`src/rtl/fsl_pkg.sv`:
```
// package: constants, register map and state types of the fault and status lamp block
package fsl_pkg;
  // clock and lamp timing
  localparam int          CLK_HZ        = 50_000_000;
  localparam int          TICK_NS       = 1_000_000;
  localparam int          TICK_CYC      = (CLK_HZ / 1_000_000) * (TICK_NS / 1_000);
  localparam logic [10:0] GREEN_PER_MS  = 11'h03E8;
  localparam logic [10:0] GREEN_ON_MS   = 11'h0064;
  localparam logic [10:0] RED_ON_MS     = 11'h00C8;
  localparam logic [10:0] RED_GAP_MS    = 11'h00C8;
  localparam logic [10:0] RED_PAUSE_MS  = 11'h05DC;

  // overtemperature threshold in degrees Celsius
  localparam logic [7:0]  OVERTEMP_C    = 8'h4B;

  // error classes, value equals the flash count
  localparam logic [2:0]  ERR_GENERAL   = 3'h1;
  localparam logic [2:0]  ERR_VOLTAGE   = 3'h2;
  localparam logic [2:0]  ERR_TEMP      = 3'h3;
  localparam logic [2:0]  ERR_CURRENT   = 3'h4;
  localparam logic [2:0]  ERR_CTRL      = 3'h5;
  localparam logic [2:0]  ERR_WATCHDOG  = 3'h6;

  // register byte addresses
  localparam logic [7:0]  REG_CTRL      = 8'h00;
  localparam logic [7:0]  REG_IRQ_STAT  = 8'h04;
  localparam logic [7:0]  REG_IRQ_MASK  = 8'h08;
  localparam logic [7:0]  REG_STATE     = 8'h0C;
  localparam logic [7:0]  REG_HIST_CNT  = 8'h10;
  localparam logic [7:0]  REG_HIST_IDX  = 8'h14;
  localparam logic [7:0]  REG_HIST_DATA = 8'h18;

  // field positions
  localparam int          CTRL_LAMP_OFF = 0;
  localparam int          CTRL_FRESET   = 1;
  localparam int          EV_ERROR      = 0;
  localparam int          EV_CLEARED    = 1;
  localparam int          EV_REFUSED    = 2;
  localparam int          EV_W          = 3;

  // AHB-Lite encodings
  localparam logic [1:0]  HTRANS_NONSEQ = 2'h2;
  localparam logic [1:0]  HTRANS_SEQ    = 2'h3;

  typedef enum logic [2:0] {
    LAMP_GREEN_ON,
    LAMP_GREEN_OFF,
    LAMP_RED_ON,
    LAMP_RED_GAP,
    LAMP_RED_PAUSE
  } fsl_lamp_t;

  typedef struct packed {
    logic        hsel;
    logic [31:0] haddr;
    logic [1:0]  htrans;
    logic        hwrite;
    logic [2:0]  hsize;
    logic [31:0] hwdata;
    logic        hready;
  } fsl_ahb_req_t;

  typedef struct packed {
    logic [31:0] hrdata;
    logic        hreadyout;
    logic        hresp;
  } fsl_ahb_rsp_t;

  typedef struct packed {
    logic        req;
    logic [2:0]  cls;
    logic [15:0] code;
  } fsl_err_t;

  typedef struct packed {
    logic        green;
    logic        red;
  } fsl_lamp_out_t;
endpackage

```
`src/rtl/fsl_hist_mem.sv`:
```
// small error history memory: one write port, registered read data
`timescale 1ns/10ps
module fsl_hist_mem #(
  parameter int DEPTH = 8,
  parameter int WIDTH = 16,
  parameter int AW    = $clog2(DEPTH)
) (
  input  wire logic             mclk,
  input  wire logic             sys_rst,
  input  wire logic             wrEn,
  input  wire logic [AW-1:0]    wrAddr,
  input  wire logic [WIDTH-1:0] wrData,
  input  wire logic [AW-1:0]    rdAddr,
  output logic      [WIDTH-1:0] rdData
);
  typedef struct packed {
    logic [DEPTH-1:0][WIDTH-1:0] mem;
    logic [WIDTH-1:0]            rd;
  } fsl_mem_state_t;

  fsl_mem_state_t st_r;
  fsl_mem_state_t st_nxt;

  always_comb begin
    st_nxt    = st_r;
    st_nxt.rd = st_r.mem[rdAddr];
    if (wrEn) begin
      st_nxt.mem[wrAddr] = wrData;
    end
  end

  always_ff @(posedge mclk or posedge sys_rst) begin
    if (sys_rst) begin
      st_r <= '0;
    end else begin
      st_r <= st_nxt;
    end
  end

  assign rdData = st_r.rd;
endmodule

```
`src/rtl/fsl_top.sv`:
```
// fault latch, power stage enable, two-colour status lamp and AHB-Lite register slave
`timescale 1ns/10ps
// Function
// - temperature above threshold disables power stage and sets the error flag
// - error clears only on fault reset command once temperature is back down
// - with no error, lamp pulses green briefly once every second
// - on error, lamp turns red and flashes in bursts showing the class
// - flash count: 1 general, 2 voltage, 3 temperature, 4 current, 5 control, 6 watchdog
// - every error event, except an errIn request in the same cycle as an overtemperature onset, stores its detailed code in the error history
// - a software setting turns the lamp fully off in all cases
module fsl_top #(
  parameter int          HIST_DEPTH = 8,
  parameter int          TICK_CYC   = fsl_pkg::TICK_CYC,
  parameter logic [15:0] OT_DETAIL  = 16'h4310
) (
  input  wire logic                   mclk,
  input  wire logic                   sys_rst,
  input  wire fsl_pkg::fsl_ahb_req_t  ahbReq,
  output fsl_pkg::fsl_ahb_rsp_t       ahbRsp,
  input  wire logic [7:0]             tempC,
  input  wire fsl_pkg::fsl_err_t      errIn,
  output logic                        powerEnable,
  output fsl_pkg::fsl_lamp_out_t      statusLamp,
  output logic                        irq
);
  localparam int HAW = $clog2(HIST_DEPTH);

  typedef struct packed {
    logic [15:0]             divCnt;
    logic                    tick;
    logic                    errFlag;
    logic [2:0]              errClass;
    logic                    lampOff;
    logic [fsl_pkg::EV_W-1:0] irqStat;
    logic [fsl_pkg::EV_W-1:0] irqMask;
    logic [HAW:0]            histCnt;
    logic [HAW-1:0]          histWr;
    logic [HAW-1:0]          histIdx;
    fsl_pkg::fsl_lamp_t      lamp;
    logic [10:0]             msCnt;
    logic [2:0]              flashCnt;
    logic                    green;
    logic                    red;
    logic                    wrPend;
    logic [7:0]              wrAddr;
    logic [31:0]             rdata;
  } fsl_state_t;

  fsl_state_t     st_r;
  fsl_state_t     st_nxt;
  logic [15:0]    histRd;
  logic           hot;
  logic           evNew;
  logic [2:0]     evClass;
  logic [15:0]    evCode;
  logic           addrTake;
  logic [7:0]     aAddr;
  logic [31:0]    rdMux;
  logic           fresetCmd;

  // history written on the same edge as the event is latched in the state
  fsl_hist_mem #(
    .DEPTH (HIST_DEPTH),
    .WIDTH (16)
  ) u_hist (
    .mclk    (mclk),
    .sys_rst (sys_rst),
    .wrEn    (evNew),
    .wrAddr  (st_r.histWr),
    .wrData  (evCode),
    .rdAddr  (st_r.histIdx),
    .rdData  (histRd)
  );

  // an overtemperature that persists is one event, not one per cycle
  logic hotSeen_r;
  always_ff @(posedge mclk or posedge sys_rst) begin
    if (sys_rst) begin
      hotSeen_r <= 1'b0;
    end else begin
      hotSeen_r <= hot;
    end
  end

  always_comb begin
    hot     = tempC > fsl_pkg::OVERTEMP_C;
    evNew   = 1'b0;
    evClass = fsl_pkg::ERR_GENERAL;
    evCode  = 16'h0000;
    if (hot && !hotSeen_r) begin
      evNew   = 1'b1;
      evClass = fsl_pkg::ERR_TEMP;
      evCode  = OT_DETAIL;
    end else if (errIn.req) begin
      evNew   = 1'b1;
      evClass = (errIn.cls >= fsl_pkg::ERR_GENERAL && errIn.cls <= fsl_pkg::ERR_WATCHDOG) ?
                errIn.cls : fsl_pkg::ERR_GENERAL;
      evCode  = errIn.code;
    end
  end

  // address phase and read mux
  always_comb begin
    addrTake = ahbReq.hsel && ahbReq.hready &&
               (ahbReq.htrans == fsl_pkg::HTRANS_NONSEQ ||
                ahbReq.htrans == fsl_pkg::HTRANS_SEQ);
    aAddr    = {ahbReq.haddr[7:2], 2'b00};
    unique case (aAddr)
      fsl_pkg::REG_CTRL:      rdMux = {31'h0000_0000, st_r.lampOff};
      fsl_pkg::REG_IRQ_STAT:  rdMux = {29'h0000_0000, st_r.irqStat};
      fsl_pkg::REG_IRQ_MASK:  rdMux = {29'h0000_0000, st_r.irqMask};
      fsl_pkg::REG_STATE:     rdMux = {24'h00_0000, 2'b00, hot, st_r.errClass,
                                       !st_r.errFlag, st_r.errFlag};
      fsl_pkg::REG_HIST_CNT:  rdMux = 32'(st_r.histCnt);
      fsl_pkg::REG_HIST_IDX:  rdMux = 32'(st_r.histIdx);
      fsl_pkg::REG_HIST_DATA: rdMux = {16'h0000, histRd};
      default:                rdMux = 32'h0000_0000;
    endcase
  end

  always_comb begin
    st_nxt      = st_r;
    fresetCmd   = 1'b0;

    // one millisecond enable from the system clock
    st_nxt.tick = 1'b0;
    if (st_r.divCnt == 16'(TICK_CYC - 1)) begin
      st_nxt.divCnt = 16'h0000;
      st_nxt.tick   = 1'b1;
    end else begin
      st_nxt.divCnt = st_r.divCnt + 16'h0001;
    end

    // bus: reads answer with zero wait, writes take one wait state
    if (addrTake && !ahbReq.hwrite) begin
      st_nxt.rdata = rdMux;
      if (aAddr == fsl_pkg::REG_IRQ_STAT) begin
        st_nxt.irqStat = '0;
      end
    end
    st_nxt.wrPend = addrTake && ahbReq.hwrite;
    if (addrTake && ahbReq.hwrite) begin
      st_nxt.wrAddr = aAddr;
    end
    if (st_r.wrPend) begin
      unique case (st_r.wrAddr)
        fsl_pkg::REG_CTRL: begin
          st_nxt.lampOff = ahbReq.hwdata[fsl_pkg::CTRL_LAMP_OFF];
          fresetCmd      = ahbReq.hwdata[fsl_pkg::CTRL_FRESET];
        end
        fsl_pkg::REG_IRQ_MASK: st_nxt.irqMask = ahbReq.hwdata[fsl_pkg::EV_W-1:0];
        fsl_pkg::REG_HIST_IDX: st_nxt.histIdx = ahbReq.hwdata[HAW-1:0];
        default: ;
      endcase
    end

    // fault reset only accepted once cooled down
    if (fresetCmd && st_r.errFlag) begin
      if (hot) begin
        st_nxt.irqStat[fsl_pkg::EV_REFUSED] = 1'b1;
      end else begin
        st_nxt.errFlag                      = 1'b0;
        st_nxt.irqStat[fsl_pkg::EV_CLEARED] = 1'b1;
      end
    end

    // a new error wins over a same-cycle reset; first class is kept for the lamp
    if (evNew) begin
      st_nxt.errFlag                    = 1'b1;
      st_nxt.irqStat[fsl_pkg::EV_ERROR] = 1'b1;
      if (!st_r.errFlag) begin
        st_nxt.errClass = evClass;
      end
      st_nxt.histWr = st_r.histWr + HAW'(1);
      if (st_r.histCnt != (HAW+1)'(HIST_DEPTH)) begin
        st_nxt.histCnt = st_r.histCnt + (HAW+1)'(1);
      end
    end

    // lamp sequencer on the millisecond tick
    if (st_r.tick) begin
      st_nxt.msCnt = st_r.msCnt + 11'h001;
      unique case (st_r.lamp)
        fsl_pkg::LAMP_GREEN_ON: begin
          if (st_r.msCnt == fsl_pkg::GREEN_ON_MS - 11'h001) begin
            st_nxt.lamp = fsl_pkg::LAMP_GREEN_OFF;
          end
        end
        fsl_pkg::LAMP_GREEN_OFF: begin
          if (st_r.msCnt == fsl_pkg::GREEN_PER_MS - 11'h001) begin
            st_nxt.lamp  = fsl_pkg::LAMP_GREEN_ON;
            st_nxt.msCnt = 11'h000;
          end
        end
        fsl_pkg::LAMP_RED_ON: begin
          if (st_r.msCnt == fsl_pkg::RED_ON_MS - 11'h001) begin
            st_nxt.msCnt    = 11'h000;
            st_nxt.flashCnt = st_r.flashCnt + 3'h1;
            st_nxt.lamp     = (st_r.flashCnt + 3'h1 == st_r.errClass) ?
                              fsl_pkg::LAMP_RED_PAUSE : fsl_pkg::LAMP_RED_GAP;
          end
        end
        fsl_pkg::LAMP_RED_GAP: begin
          if (st_r.msCnt == fsl_pkg::RED_GAP_MS - 11'h001) begin
            st_nxt.msCnt = 11'h000;
            st_nxt.lamp  = fsl_pkg::LAMP_RED_ON;
          end
        end
        fsl_pkg::LAMP_RED_PAUSE: begin
          if (st_r.msCnt == fsl_pkg::RED_PAUSE_MS - 11'h001) begin
            st_nxt.msCnt    = 11'h000;
            st_nxt.flashCnt = 3'h0;
            st_nxt.lamp     = fsl_pkg::LAMP_RED_ON;
          end
        end
        default: st_nxt.lamp = fsl_pkg::LAMP_GREEN_ON;
      endcase
    end

    // colour change restarts the pattern so a red burst always begins with its first flash
    if (st_nxt.errFlag && !st_r.errFlag) begin
      st_nxt.lamp     = fsl_pkg::LAMP_RED_ON;
      st_nxt.msCnt    = 11'h000;
      st_nxt.flashCnt = 3'h0;
    end else if (!st_nxt.errFlag && st_r.errFlag) begin
      st_nxt.lamp  = fsl_pkg::LAMP_GREEN_ON;
      st_nxt.msCnt = 11'h000;
    end

    st_nxt.green = !st_nxt.lampOff && st_nxt.lamp == fsl_pkg::LAMP_GREEN_ON;
    st_nxt.red   = !st_nxt.lampOff && st_nxt.lamp == fsl_pkg::LAMP_RED_ON;
  end

  always_ff @(posedge mclk or posedge sys_rst) begin
    if (sys_rst) begin
      st_r      <= '0;
      st_r.lamp <= fsl_pkg::LAMP_GREEN_ON;
    end else begin
      st_r <= st_nxt;
    end
  end

  assign powerEnable       = !st_r.errFlag;
  assign statusLamp.green  = st_r.green;
  assign statusLamp.red    = st_r.red;
  assign irq               = |(st_r.irqStat & st_r.irqMask);
  assign ahbRsp.hrdata     = st_r.rdata;
  assign ahbRsp.hreadyout  = !st_r.wrPend;
  assign ahbRsp.hresp      = 1'b0;
endmodule
```
`config.mk`:
```
export PLATFORM = sky130hd
export DESIGN_NAME = fsl_top
export DESIGN_NICKNAME = d
export VERILOG_FILES = /design/src/rtl/fsl_pkg.sv /design/src/rtl/fsl_hist_mem.sv /design/src/rtl/fsl_top.sv
export SDC_FILE = /design/constraint.sdc
export NUM_CORES = 1
export LEC_CHECK = 0
export BUFFER_PORTS_ARGS = -buffer_cell sky130_fd_sc_hd__buf_4
export CELL_PAD_IN_SITES_DETAIL_PLACEMENT = 0
export CELL_PAD_IN_SITES_GLOBAL_PLACEMENT = 2
export CORE_MARGIN = 4
export CORE_UTILIZATION = 25
export DETAILED_ROUTE_END_ITERATION = 16
export PLACE_DENSITY = 0.61
export SYNTH_ARGS = -nofsm -noshare
export SYNTH_HDL_FRONTEND = slang
export SYNTH_SLANG_ARGS = --single-unit
```
`constraint.sdc`:
```
create_clock -name mclk -period 11.6 [get_ports mclk]
set_input_delay 0.58 -clock mclk [delete_from_list [all_inputs] [get_ports mclk]]
set_output_delay 0.58 -clock mclk [all_outputs]
set_load 0.02 [all_outputs]
```
==> flow_metrics.tcl <==
set metrics [dict create \
    status "completed" \
    required_ns 12.01 \
    drv_slew 0 \
    finalSetupViolations 0 \
    clock_latency_ns 0.56 \
    place_ws_ns 8.18 \
    muxShareOfSynthArea 0.103 \
    yosysSeqAreaShare 0.547 \
    post-cts-setup-buffer-count 0 \
    drive_gt1_frac 0.191 \
    h-tree-depth 1 \
    synth_top_family_by_area "simple AND/OR/NAND/NOR gates" \
    min_path_type "in -> async" \
    die_w_um 211 \
    wl_met1_um 13400 \
    slew-limit-headroom 0.353 \
    yosys.area_share.simple 0.149 \
    clkSlewWorstSetupHoldPaths_ns 0.06 \
    wl_per_cell_um 17.4 \
    drt_iter0_markers 352 \
    drc 0 \
    cp_max_fo 17 \
    hpwl_um 17100 \
    fp.dieArea_sq_um 44500 \
    hold_ws_ns 0.162 \
    p_sw_frac 0.304 \
    syn2layout_area_growth_pct 16.7 \
    cp-end-kind "register" \
    cts-root-buf "clkbuf_16" \
    post_cts_resized 0 \
    p_switching_uw 789 \
    critPathKind "in -> reg" \
    pwr-share-seq 0.458 \
    layout_min_cycle_time_ns 2.77 \
    fill_cells 4253 \
    ir_worst_vdd_uv 105 \
    fin_skew_ns 0.0215 \
    clockBufferDepth 3 \
    cts-hold-fix-buffers 0 \
    initial_core_util 0.253 \
    synth_seq_cells 225 \
    clock_sinks 225 \
    yosys.area_share.xor_xnor 0.0158 \
    slowest_delay_ns 0.86 \
    cp_slowest_cell "nor4_1" \
    powerDensity_nw_per_um2 216 \
    grt_pass1_vias 7126 \
    crit_chain "buf_4, nand4b_1, nor4_1, inv_1, or3_1, nand2_1, o21ai_0" \
    finalCritPeriodShare 0.239 \
    met3RoutedLength_um 1100 \
    antenna_cells 0 \
    tns_ns 0 \
    synth_compound_area_frac 0.125 \
    vias 6895 \
    synth_flop_cell "dfrtp_1" \
    dr.pass1.iters 5 \
    grt_util_all_layers 0.121 \
    final_common_cell "dfrtp_1" \
    drt-total-wl_um 26900 \
    comb_power_share 0.214 \
    clock.fmax_mhz 361 \
    synthAdderAreaFrac 0.00729 \
    most-common-layout-cells "dfrtp_1 (224), nand2_1 (203), o21ai_0 (145)" \
    leakage_uw 0.00526 \
    synth_edf_count 0 \
    grt_overflow 0 \
    p_clk_frac 0.328 \
    yosysUniqueCellTypes 68 \
    grt_start_max_net_pins 106 \
    yosys_warnings 0 \
    antenna_found_initial 1 \
    highest_layer "met4" \
    setup_ws_ns 8.83 \
    async_flop_share 1.00 \
    fin_total_pwr_uw 2600 \
    cts_tree "done" \
    syn_inst 961 \
    grt_pass1_wl_um 42700 \
    coreArea_sq_um 40700 \
    grt_setup_unrepaired "false" \
    final-hold-violation-count 0 \
    tightest_slew_ns 0.965 \
    syn_area_sq_um 10300 \
    maxCapViolations 0 \
    start_kind "primary input" \
    cts_buffers 27 \
    antenna_left 0 \
    fp.dieH_um 211 \
    p_int_uw 1810 \
    floorplan.rows 74 \
    drt-vias-per-instance 4.47 \
    gp_congestion 0.746 \
    io_buffer_count 61 \
    io_pins 140 \
    wl_met2_um 11900 \
    cp.arrival_ns 3.18 \
    fin_nets 1098 \
    avgSynthCellArea_sq_um 10.7 \
]
-- cells by family after synthesis --
family	count (synthesis)
AOI/OAI and AO/OA	221
xor gates and xnor gates	17
adders and majority gates	6
buffers and inverters	105
DFF	225
muxes	62
other	1
and+or+nand+nor	324
-- power by group through the flow --
stage	logic [uW]	clock network (uW)	registers, uW
after floorplan	446	0	1150
after CTS	569	891	1190
after global routing	643	921	1220
after detailed placement	568	0	1210
after global placement	557	0	1200
final	555	853	1190
-- final timing paths --
path                              endpoint  cells after the start               from  slack [ns]
hold / removal                    st_r[46]                      2            sys_rst        0.16
max in group asynchronous  u_hist.st_r[34]                      4            sys_rst        9.35
hold reg to reg                 ahbRsp[14]                      1  u_hist.rdData[12]        0.46
setup reg to reg                  st_r[49]                      6           st_r[49]        9.07
setup / recovery                  st_r[75]                      7         ahbReq[36]        8.83
min in group mclk                 st_r[39]                      3         ahbReq[46]        0.23
-- layer usage --
layer / global-route usage / vias up
met4: 0.0293 / 0
met3: 0.0199 / 32
met5: 0 / -
met2: 0.185 / 94
li1: - / 3404
met1: 0.181 / 3365
-- registers in the layout, summed over array words and instances (netlist names) --
name / count
ahbRsp: 16
hotSeen_r: 1
st_r: 62
statusLamp: 2
u_hist.rdData: 16
u_hist.st_r: 128
-- stage by stage --
| step | utilization | instances | cell area [sq um] |
|---|---|---|---|
| floorplan | - | 977 | 10400 |
| global placement | 0.273 | 1493 | 11100 |
| detailed placement | 0.273 | 1493 | 11100 |
| CTS | 0.295 | 1542 | 12000 |
| global route | 0.295 | 1542 | 12000 |
| finish | 0.295 | 1542 | 12000 |
-- critical path: cells and delay by family --
family,cells,cell delay (ns)
AND/OR/NAND/NOR,4,2.21
buffers and inverters,2,0.30
AO/OA/AOI/OAI,1,0.08
-- synth_stat cells (all sizes together) (2+ instances only) --
cell	count	area [sq um]
a311oi	2	17.5
o31ai	6	45.0
and4	3	26.3
nor2b	5	31.3
nand4b	8	70.1
dfrtp	225	5630
nor4	4	25.0
or4	6	48.8
ha	6	75.1
xnor2	10	87.6
nor3b	8	70.1
nand2b	6	37.5
mux2	25	282
o21ai	148	756
a31oi	4	25.0
nand4	7	43.8
o221ai	2	17.5
a21oi	25	129
o221a	2	22.5
mux2i	4	40.0
nand3b	4	30.0
a21o	2	15.0
buf	46	314
o211ai	2	15.0
or4b	3	33.8
a221o	2	20.0
clkbuf	44	165
inv	15	56.3
nor2	29	109
nor3	5	30.0
nand3	10	50.1
mux4	33	743
a211oi	2	15.0
nand4bb	2	22.5
a22oi	2	15.0
nand2	203	762
a22o	12	105
or3	9	61.3
xor2	6	52.6
and3	8	50.1
-- layout make-up --
| cell class | count | area (sq um) | share of cell area |
|---|---|---|---|
| inverter | 15 | 63.8 | 0.00531 |
| clock inverter | 10 | 121 | 0.0101 |
| multi-input combinational | 647 | 4190 | 0.349 |
| clock buffer | 39 | 781 | 0.0650 |
| timing repair buffer | 74 | 556 | 0.0462 |
| sequential | 225 | 5630 | 0.469 |
| tap | 532 | 666 | 0.0554 |
Power figures use the tool's default switching activity.
